[src/shared/ocrb_pkg.sv]
`default_nettype none
package ocrb_pkg;
  localparam int APB_AW = 8;
  localparam int APB_DW = 32;
  localparam int REG_W = 8;
  localparam int IDX_W = 6;
  localparam int NPIN = 5;

  // Register indices; the byte address is four times the index
  localparam logic [IDX_W-1:0] IDX_PIN_FN = 6'h22;
  localparam logic [IDX_W-1:0] IDX_SYNC = 6'h23;
  localparam logic [IDX_W-1:0] IDX_BLINK = 6'h33;
  localparam logic [IDX_W-1:0] IDX_DISP = 6'h34;
  localparam logic [IDX_W-1:0] IDX_VSTART = 6'h35;
  localparam logic [IDX_W-1:0] IDX_HSTART = 6'h36;
  localparam logic [IDX_W-1:0] IDX_FRAME_COL = 6'h37;

  // pin_function_enable fields
  localparam int B_PWM_EIGHT_EN = 7;
  localparam int B_BUSCLK = 6;
  localparam int B_BUSDAT = 5;
  localparam int B_CONV2 = 4;
  localparam int B_CONV0 = 2;
  localparam int B_WIN1 = 1;
  localparam int B_WIN0 = 0;

  // sync_interrupt_and_pwm_polarity fields
  localparam int B_FLAG = 7;
  localparam int B_VS_IEN = 6;
  localparam int B_P8INV = 2;
  localparam int B_LOINV = 1;
  localparam int B_HIINV = 0;
  localparam logic [REG_W-1:0] SYNC_WMASK = 8'h47;

  // display_mode_and_polarity fields, and the blink write mask
  localparam int B_VPOL = 2;
  localparam logic [REG_W-1:0] DISP_WMASK = 8'h3f;
  localparam logic [REG_W-1:0] BLINK_WMASK = 8'h0f;

  localparam logic [REG_W-1:0] RST_PIN_FN = 8'h00;
  localparam logic [REG_W-1:0] RST_SYNC = 8'h00;
  localparam logic [REG_W-1:0] RST_BLINK = 8'h03;
  localparam logic [REG_W-1:0] RST_DISP = 8'h02;
  localparam logic [REG_W-1:0] RST_VSTART = 8'h00;
  localparam logic [REG_W-1:0] RST_HSTART = 8'h00;
  localparam logic [REG_W-1:0] RST_FRAME_COL = 8'h00;

  localparam logic [REG_W-1:0] IRQ_VECTOR = 8'h05;

  // Shared pin slots
  localparam int PIN_PWM_EIGHT = 0;
  localparam int PIN_BUSCLK = 1;
  localparam int PIN_BUSDAT = 2;
  localparam int PIN_WIN1 = 3;
  localparam int PIN_WIN0 = 4;

  typedef struct packed {
    logic psel;
    logic penable;
    logic pwrite;
    logic [APB_AW-1:0] paddr;
    logic [APB_DW-1:0] pwdata;
  } ocrb_apb_req_s;

  typedef struct packed {
    logic [NPIN-1:0] out;
    logic [NPIN-1:0] oe;
  } ocrb_pins_s;

  typedef struct packed {
    logic [REG_W-1:0] blink;
    logic [REG_W-1:0] disp;
    logic [REG_W-1:0] vstart;
    logic [REG_W-1:0] hstart;
    logic [REG_W-1:0] frame_col;
  } ocrb_osd_cfg_s;
endpackage
`default_nettype wire

[src/design/ocrb_sync.sv]
`timescale 1ns/10ps
`default_nettype none
module ocrb_sync (
  input wire logic ref_clk, // Core clock
  input wire logic srst, // Synchronous reset, active high
  input wire logic raw_in, // Asynchronous pin level
  input wire logic active_high, // 1: high is active, 0: low is active
  output logic active_level, // Filtered level, 1 while active
  output logic active_edge // One-cycle pulse when the filtered pin level turns active
);
  typedef struct packed {
    logic s1;
    logic s2;
    logic s3;
    logic lvl;
    logic act;
    logic edg;
  } ocrb_sync_s;

  ocrb_sync_s st_reg, st_next;

  always_comb begin
    st_next = st_reg;
    st_next.s1 = raw_in;
    st_next.s2 = st_reg.s1;
    st_next.s3 = st_reg.s2;
    st_next.edg = 1'b0;
    // A change counts only once two late stages agree
    if (st_reg.s2 == st_reg.s3) begin
      st_next.lvl = st_reg.s3;
      // Edge taken on the raw level so a polarity write makes no event
      st_next.edg = (st_reg.s3 != st_reg.lvl) && (st_reg.s3 == active_high);
    end
    st_next.act = st_next.lvl ~^ active_high;
  end

  always_ff @(posedge ref_clk) begin
    if (srst) begin
      st_reg <= '0;
    end else begin
      st_reg <= st_next;
    end
  end

  assign active_level = st_reg.act;
  assign active_edge = st_reg.edg;
endmodule
`default_nettype wire

[src/design/ocrb_regs.sv]
// Added by the designer: register access over APB.
`timescale 1ns/10ps
`default_nettype none
module ocrb_regs (
  input wire logic ref_clk, // 10 MHz core clock
  input wire logic srst, // Synchronous reset, active high
  input wire ocrb_pkg::ocrb_apb_req_s apb_req, // APB request
  output logic [ocrb_pkg::APB_DW-1:0] prdata, // APB read data
  output logic pready, // APB ready
  output logic pslverr, // APB error, unmapped address
  input wire logic [7:0] pwm_gen_in, // Raw PWM 0 to 7
  input wire logic pwm_eight_gen_in, // Raw eighth PWM
  output logic [7:0] pwm_out, // PWM 0 to 7 after polarity
  input wire logic bus_clock_pull_low, // Serial bus drives clock low
  input wire logic bus_data_pull_low, // Serial bus drives data low
  output logic bus_clock_in, // Clock line seen by serial bus
  output logic bus_data_in, // Data line seen by serial bus
  input wire logic window_out0, // Window output 0 from display
  input wire logic window_out1, // Window output 1 from display
  input wire ocrb_pkg::ocrb_pins_s port_drive, // General port drive per pin
  input wire logic [ocrb_pkg::NPIN-1:0] pins_in, // Level on each shared pin
  output ocrb_pkg::ocrb_pins_s pin_drive, // Drive of each shared pin
  output logic [ocrb_pkg::NPIN-1:0] port_lines_in, // Pin levels to port logic
  output logic [2:0] converter_ch_enable, // Converter channels 2..0
  input wire logic vertical_sync_input, // Vsync pin, asynchronous
  output logic vsync_active, // Vsync at its active level
  input wire logic bus_int_enable, // Serial bus interrupt enabled
  input wire logic bus_int_req, // Serial bus interrupt request
  output logic cpu_irq, // Interrupt request to the core
  output logic [ocrb_pkg::REG_W-1:0] irq_vector, // Shared vector
  output ocrb_pkg::ocrb_osd_cfg_s osd_cfg // Display settings
);
  import ocrb_pkg::*;

  typedef struct packed {
    logic [REG_W-1:0] pin_fn;
    logic [REG_W-1:0] sync_ctl;
    ocrb_osd_cfg_s cfg;
    ocrb_pins_s pins;
    logic [7:0] pwm;
    logic irq;
    logic [REG_W-1:0] rdata;
  } ocrb_state_s;

  ocrb_state_s st_reg, st_next;

  logic [IDX_W-1:0] idx;
  logic mapped;
  logic setup_rd;
  logic wr_en;
  logic [REG_W-1:0] wbyte;
  logic [NPIN-1:0] sel;
  ocrb_pins_s func;
  logic vs_edge;
  logic vs_level;
  logic flag_clr;

  function automatic logic idx_mapped(input logic [IDX_W-1:0] i);
    logic hit;
    hit = 1'b0;
    case (i)
      IDX_PIN_FN, IDX_SYNC, IDX_BLINK, IDX_DISP,
      IDX_VSTART, IDX_HSTART, IDX_FRAME_COL: hit = 1'b1;
      default: hit = 1'b0;
    endcase
    return hit;
  endfunction

  function automatic logic [REG_W-1:0] read_reg(input logic [IDX_W-1:0] i,
                                                input ocrb_state_s s);
    logic [REG_W-1:0] v;
    v = '0;
    case (i)
      IDX_PIN_FN: v = s.pin_fn;
      IDX_SYNC: v = s.sync_ctl & SYNC_WMASK | (s.sync_ctl & ~SYNC_WMASK & 8'h80);
      IDX_BLINK: v = s.cfg.blink & BLINK_WMASK;
      IDX_DISP: v = s.cfg.disp & DISP_WMASK;
      IDX_VSTART: v = s.cfg.vstart;
      IDX_HSTART: v = s.cfg.hstart;
      IDX_FRAME_COL: v = s.cfg.frame_col;
      default: v = '0;
    endcase
    return v;
  endfunction

  ocrb_sync u_vsync (
    .ref_clk(ref_clk),
    .srst(srst),
    .raw_in(vertical_sync_input),
    .active_high(st_reg.cfg.disp[B_VPOL]),
    .active_level(vs_level),
    .active_edge(vs_edge)
  );

  // Unmapped or misaligned addresses answer with an error
  assign idx = apb_req.paddr[APB_AW-1:2];
  assign mapped = idx_mapped(idx) && (apb_req.paddr[1:0] == 2'b00);
  assign setup_rd = apb_req.psel && !apb_req.penable && !apb_req.pwrite;
  assign wr_en = apb_req.psel && apb_req.penable && apb_req.pwrite && mapped;
  assign wbyte = apb_req.pwdata[REG_W-1:0];
  assign pready = 1'b1;
  assign pslverr = apb_req.psel && apb_req.penable && !mapped;
  assign prdata = {{(APB_DW-REG_W){1'b0}}, st_reg.rdata};

  // Pin slot enables taken from the pin function register
  assign sel[PIN_PWM_EIGHT] = st_reg.pin_fn[B_PWM_EIGHT_EN];
  assign sel[PIN_BUSCLK] = st_reg.pin_fn[B_BUSCLK];
  assign sel[PIN_BUSDAT] = st_reg.pin_fn[B_BUSDAT];
  assign sel[PIN_WIN1] = st_reg.pin_fn[B_WIN1];
  assign sel[PIN_WIN0] = st_reg.pin_fn[B_WIN0];

  // Function side of each pin; bus lines are open drain
  always_comb begin
    func = '0;
    func.out[PIN_PWM_EIGHT] = pwm_eight_gen_in ^ st_reg.sync_ctl[B_P8INV];
    func.oe[PIN_PWM_EIGHT] = 1'b1;
    func.out[PIN_BUSCLK] = 1'b0;
    func.oe[PIN_BUSCLK] = bus_clock_pull_low;
    func.out[PIN_BUSDAT] = 1'b0;
    func.oe[PIN_BUSDAT] = bus_data_pull_low;
    func.out[PIN_WIN1] = window_out1;
    func.oe[PIN_WIN1] = 1'b1;
    func.out[PIN_WIN0] = window_out0;
    func.oe[PIN_WIN0] = 1'b1;
  end

  // Flag clears only on a written zero; a same-cycle edge still wins
  assign flag_clr = wr_en && (idx == IDX_SYNC) && !wbyte[B_FLAG];

  always_comb begin
    st_next = st_reg;
    st_next.rdata = st_reg.rdata;
    // Read data captured in setup so the access phase needs no wait
    if (setup_rd) begin
      st_next.rdata = mapped ? read_reg(idx, st_reg) : '0;
    end
    if (wr_en) begin
      case (idx)
        IDX_PIN_FN: st_next.pin_fn = wbyte;
        IDX_SYNC: st_next.sync_ctl = wbyte & SYNC_WMASK;
        IDX_BLINK: st_next.cfg.blink = wbyte & BLINK_WMASK;
        IDX_DISP: st_next.cfg.disp = wbyte & DISP_WMASK;
        IDX_VSTART: st_next.cfg.vstart = wbyte;
        IDX_HSTART: st_next.cfg.hstart = wbyte;
        IDX_FRAME_COL: st_next.cfg.frame_col = wbyte;
        default: st_next.pin_fn = st_reg.pin_fn;
      endcase
    end
    st_next.sync_ctl[B_FLAG] = (vs_edge && st_reg.sync_ctl[B_VS_IEN])
      || (st_reg.sync_ctl[B_FLAG] && !flag_clr);
    // Level request: an uncleared flag keeps interrupting while B_VS_IEN and bus_int_enable are set
    st_next.irq = bus_int_enable
      && ((st_reg.sync_ctl[B_FLAG] && st_reg.sync_ctl[B_VS_IEN])
      || bus_int_req);
    st_next.pwm[3:0] = pwm_gen_in[3:0] ^ {4{st_reg.sync_ctl[B_LOINV]}};
    st_next.pwm[7:4] = pwm_gen_in[7:4] ^ {4{st_reg.sync_ctl[B_HIINV]}};
    for (int i = 0; i < NPIN; i++) begin
      st_next.pins.out[i] = sel[i] ? func.out[i] : port_drive.out[i];
      st_next.pins.oe[i] = sel[i] ? func.oe[i] : port_drive.oe[i];
    end
  end

  always_ff @(posedge ref_clk) begin
    if (srst) begin
      st_reg <= '0;
      st_reg.pin_fn <= RST_PIN_FN;
      st_reg.sync_ctl <= RST_SYNC;
      st_reg.cfg.blink <= RST_BLINK;
      st_reg.cfg.disp <= RST_DISP;
      st_reg.cfg.vstart <= RST_VSTART;
      st_reg.cfg.hstart <= RST_HSTART;
      st_reg.cfg.frame_col <= RST_FRAME_COL;
    end else begin
      st_reg <= st_next;
    end
  end

  assign pwm_out = st_reg.pwm;
  assign pin_drive = st_reg.pins;
  assign port_lines_in = pins_in;
  // Serial bus sees an idle high line while its pins are port lines
  assign bus_clock_in = sel[PIN_BUSCLK] ? pins_in[PIN_BUSCLK] : 1'b1;
  assign bus_data_in = sel[PIN_BUSDAT] ? pins_in[PIN_BUSDAT] : 1'b1;
  assign converter_ch_enable = st_reg.pin_fn[B_CONV2:B_CONV0];
  assign vsync_active = vs_level;
  assign cpu_irq = st_reg.irq;
  assign irq_vector = IRQ_VECTOR;
  assign osd_cfg = st_reg.cfg;
endmodule
`default_nettype wire

[config.mk]
export PLATFORM = sky130hd
export DESIGN_NAME = ocrb_regs
export DESIGN_NICKNAME = d
export VERILOG_FILES = /design/src/shared/ocrb_pkg.sv /design/src/design/ocrb_sync.sv /design/src/design/ocrb_regs.sv
export SDC_FILE = /design/constraint.sdc
export NUM_CORES = 1
export LEC_CHECK = 0
export ABC_AREA = 1
export BUFFER_PORTS_ARGS = -buffer_cell sky130_fd_sc_hd__buf_2
export CAP_MARGIN = 0
export CELL_PAD_IN_SITES_DETAIL_PLACEMENT = 1
export CELL_PAD_IN_SITES_GLOBAL_PLACEMENT = 2
export CORE_MARGIN = 2
export CORE_UTILIZATION = 22
export CTS_CLUSTER_SIZE = 10
export DETAILED_ROUTE_END_ITERATION = 6
export PLACE_DENSITY_LB_ADDON = 0.1
export SLEW_MARGIN = 20
export SYNTH_ARGS = -nofsm -noshare
export SYNTH_HDL_FRONTEND = slang
export SYNTH_SLANG_ARGS = --single-unit
[constraint.sdc]
create_clock -name ref_clk -period 1.57 [get_ports ref_clk]
set_clock_uncertainty 0.15 [all_clocks]
set_input_delay 0.314 -clock ref_clk [delete_from_list [all_inputs] [get_ports ref_clk]]
set_output_delay 0.314 -clock ref_clk [all_outputs]
set_load 0.02 [all_outputs]
==> run_results.csv <==
group,metric,value,unit
timing,max_freq,0.619,GHz
yosys,yosysSeqAreaShare,36.8,%
critical_path,cp-end-kind,"output pin",
route,wl_per_cell,15.2,µm
die,rows,51,
critical_path,crit_start,"apb_req[35]",
die,coreArea,19500,µm²
critical_path,r2r_slack,0.28,ns
die,start_util,22.4,%
grt,grt_overflow_total,0,
critical_path,startpoint_type,"input pin",
critical_path,r2r_start,"sel[2]$_SDFFE_PP0P_",
place,dp_slack,-0.378,ns
timing,finalCritPeriodShare,103,%
route,drcViolationCount,0,
power_and_ir_drop,p_switching,1.26,mW
layout,antenna_cells,0,
critical_path,endpoint,"pslverr",
power_and_ir_drop,sequentialPowerShare,44.5,%
grt,busiest_layer,"met2",
power_and_ir_drop,switching_share,27.1,%
die,fp.dieW,145,µm
route,drt-total-wl,15000,µm
yosys,yosysWarnings,0,
timing,finalCriticalPeriod,1.61,ns
layout,layout-drive-gt1-share,32.4,%
clock_tree,cts_inserted_buffers,9,
timing,tns,-0.0443,ns
critical_path,required,1.11,ns
route,antenna_left,0,
layout,multi_input_area,1930,µm²
clock_tree,cts_root_buf,"clkbuf_16",
grt,grt_pass1_vias,4023,
clock_tree,cts_buffer_depth,2,
min_path,hold_class,"in2reg",
power_and_ir_drop,p_int,3.39,mW
layout,nFillCells,2432,
place,dp_hpwl,11100,µm
power_and_ir_drop,powerDensity,834,nW/µm²
power_and_ir_drop,p_leak,2.80,nW
clock_tree,htreeDepth,3,
clock_tree,clock_sinks,80,
place,routabilityCongestion,0.732,
critical_path,cp_max_fo,4,
yosys,yosysUniqueCellTypes,31,
timing,report.final.hold_viol_count,0,
place,io_buffers,118,
die,dieArea,20900,µm²
layout,largest_reg_flops,34,
run_status,status,"finished with violations",
grt,met2_usage,25.3,%
timing,setup_slack,-0.0443,ns
power_and_ir_drop,p_comb_share,11.0,%
run,cap_viol_max_count,0,
grt,grt_pass1_wl,22200,µm
critical_path,reg2reg_depth,7,
yosys,avgSynthCellArea,7.06,µm²
timing,setup_viol,1,
critical_path,worst_r2r_endpoint,"prdata[5]$_SDFFE_PP0P_",
die,dieHeight,145,µm
power_and_ir_drop,ir_worst_vdd,0.000528,V
power_and_ir_drop,p_total,4.64,mW
grt,antenna_found_initial,0,
route,vias,3909,
clock_tree,clkTransAtPathRegs,0.07,ns
critical_path,setup.worst_path.class,"in2out",
clock_tree,clk_latency,0.35,ns
route,vias_per_cell,3.96,
route,drtIter0Drc,103,
yosys,synth_seq_cells,80,
timing,report.final.slew_viol_count,0,
power_and_ir_drop,clockPowerShare,44.5,%
yosys,syn-cell-area,4350,µm²
layout,area_growth_syn_to_layout,27.8,%
route,firstDrtPassIters,4,
layout,seq_area,1600,µm²
die,io_pins,188,
grt,grt_use_total,14.4,%
critical_path,cp.arrival,1.15,ns
grt,grt.met3_usage,2.04,%
yosys,synthCells,617,
run_status,violations,"setup timing",
timing,grt_setup_unrepaired,"true",
grt,grt_use_met1,17.9,%
grt,grt_max_degree,43,
layout,layout.nets,793,
clock_tree,cts_tree,"done",
==> metrics by stage <==
step	util [%]	hold WS, ns	instances	cell area (µm²)
after detailed placement	25.7	0.256	958	5000
final	28.6	0.0155	987	5570
after global routing	28.6	0.0249	987	5570
after CTS	27.8	0.00313	982	5420
after floorplan	-	0.238	654	4560
after global placement	25.7	0.250	958	5000
==> power by group through the flow <==
stage / Combinational (mW) / Clock, mW / Sequential, mW
4_1_cts: 0.488 / 2.16 / 2.07
5_1_grt: 0.554 / 2.25 / 2.07
2_1_floorplan: 0.368 / 0 / 2.12
6_report: 0.510 / 2.07 / 2.07
3_5_place_dp: 0.468 / 0 / 2.11
3_3_place_gp: 0.461 / 0 / 2.11
==> cells in the mapped netlist <==
| master | number | area share [%] |
|---|---|---|
| nand3_2 | 5 | 1.1 |
| nand2_1 | 130 | 11 |
| nand2_2 | 2 | 0.29 |
| o21bai_1 | 1 | 0.17 |
| or2_2 | 2 | 0.29 |
| clkinv_2 | 1 | 0.11 |
| buf_6 | 2 | 0.52 |
| conb_1 | 2 | 0.17 |
| buf_4 | 109 | 19 |
| nor3_4 | 1 | 0.37 |
| o21ai_1 | 3 | 0.34 |
| nor3_1 | 4 | 0.46 |
| a211oi_1 | 1 | 0.17 |
| clkbuf_1 | 10 | 0.86 |
| nor2_2 | 4 | 0.57 |
| o21ai_0 | 17 | 2.0 |
| nand3b_4 | 1 | 0.46 |
| inv_1 | 55 | 4.7 |
| inv_2 | 2 | 0.17 |
| o22ai_1 | 2 | 0.29 |
| dfxtp_1 | 80 | 37 |
| nand3_4 | 2 | 0.80 |
| xor2_1 | 1 | 0.20 |
| nor2_1 | 110 | 9.5 |
| nand4_2 | 1 | 0.29 |
| nand3_1 | 9 | 1.0 |
| nor2_4 | 2 | 0.52 |
| nand4_1 | 15 | 2.2 |
| a21oi_1 | 31 | 3.6 |
| buf_2 | 4 | 0.46 |
| xnor2_1 | 8 | 1.6 |
==> layout make-up <==
cell class / count / share of cell area [%]
flip-flops and latches: 80 / 28.8
clock inverters: 5 / 0.562
multi-input cells: 393 / 34.7
clock buffers: 11 / 4.54
well taps: 265 / 5.96
inverters: 58 / 4.36
repair buffers: 175 / 21.0
==> placed cells by master (no fill, tap or decap), drive strengths merged <==
master    netlist  layout
clkinv          1       5
nand3          16      17
nor2          116     116
o22ai           2       2
inv            57      57
a21oi          31      31
or2             2       2
nor3            5       5
o21ai          20      20
clkbuf         10      11
xor2            1       1
buf           115     175
xnor2           8       8
nand4          16      16
clkinvlp        0       1
conb            2      39
nand3b          1       2
a211oi          1       1
dfxtp          80      80
nand2         132     132
o21bai          1       1
==> critical path, cell delays in order <==
cell and delay (ns):
buf_12 0.12, nand2_4 0.06, inv_4 0.05, nand3_4 0.08, nand3_4 0.08, nand2_4 0.08
clkinv_4 0.06, nor3_4 0.16, buf_6 0.14
==> cells by family (layout without fill, tap and decap cells) <==
family                 count (synthesis)  in the layout  share of synthesized area (%)
AND/OR/NAND/NOR                      288            290                           29.1
buffers and inverters                183            249                           25.7
flip-flops                            80             80                           36.8
AO/OA/AOI/OAI                         55             55                           6.49
XOR/XNOR                               9              9                           1.81
other                                  2             39                          0.172
==> routing by layer <==
layer	routed length [µm]	vias up
met3	590	11
li1	-	1965
met1	6750	1838
met5	0	-
met2	7430	95
met4	210	0
==> what timing repair did <==
| action | 4_1_cts | 5_1_grt |
|---|---|---|
| hold buffers | 0 | 0 |
| gates cloned | 0 | 2 |
| endpoints found under the setup margin | 9 | 50 |
| setup buffers | 8 | 3 |
| resized for setup | 25 | 30 |
| pin swaps | 4 | 10 |
==> worst min-delay path by stage <==
stage	depth (start not counted)	end	from
after floorplan	2	u_vsync.st_next[3]$_SDFF_PP0_	u_vsync.st_next[4]$_SDFF_PP0_
after global placement	2	u_vsync.st_next[3]$_SDFF_PP0_	u_vsync.st_next[4]$_SDFF_PP0_
after detailed placement	2	u_vsync.st_next[3]$_SDFF_PP0_	u_vsync.st_next[4]$_SDFF_PP0_
after CTS	3	pin_drive[4]$_SDFF_PP0_	port_drive[4]
after global routing	3	pin_drive[4]$_SDFF_PP0_	port_drive[4]
final	3	pin_drive[4]$_SDFF_PP0_	port_drive[4]
Power figures use the tool's default switching activity.
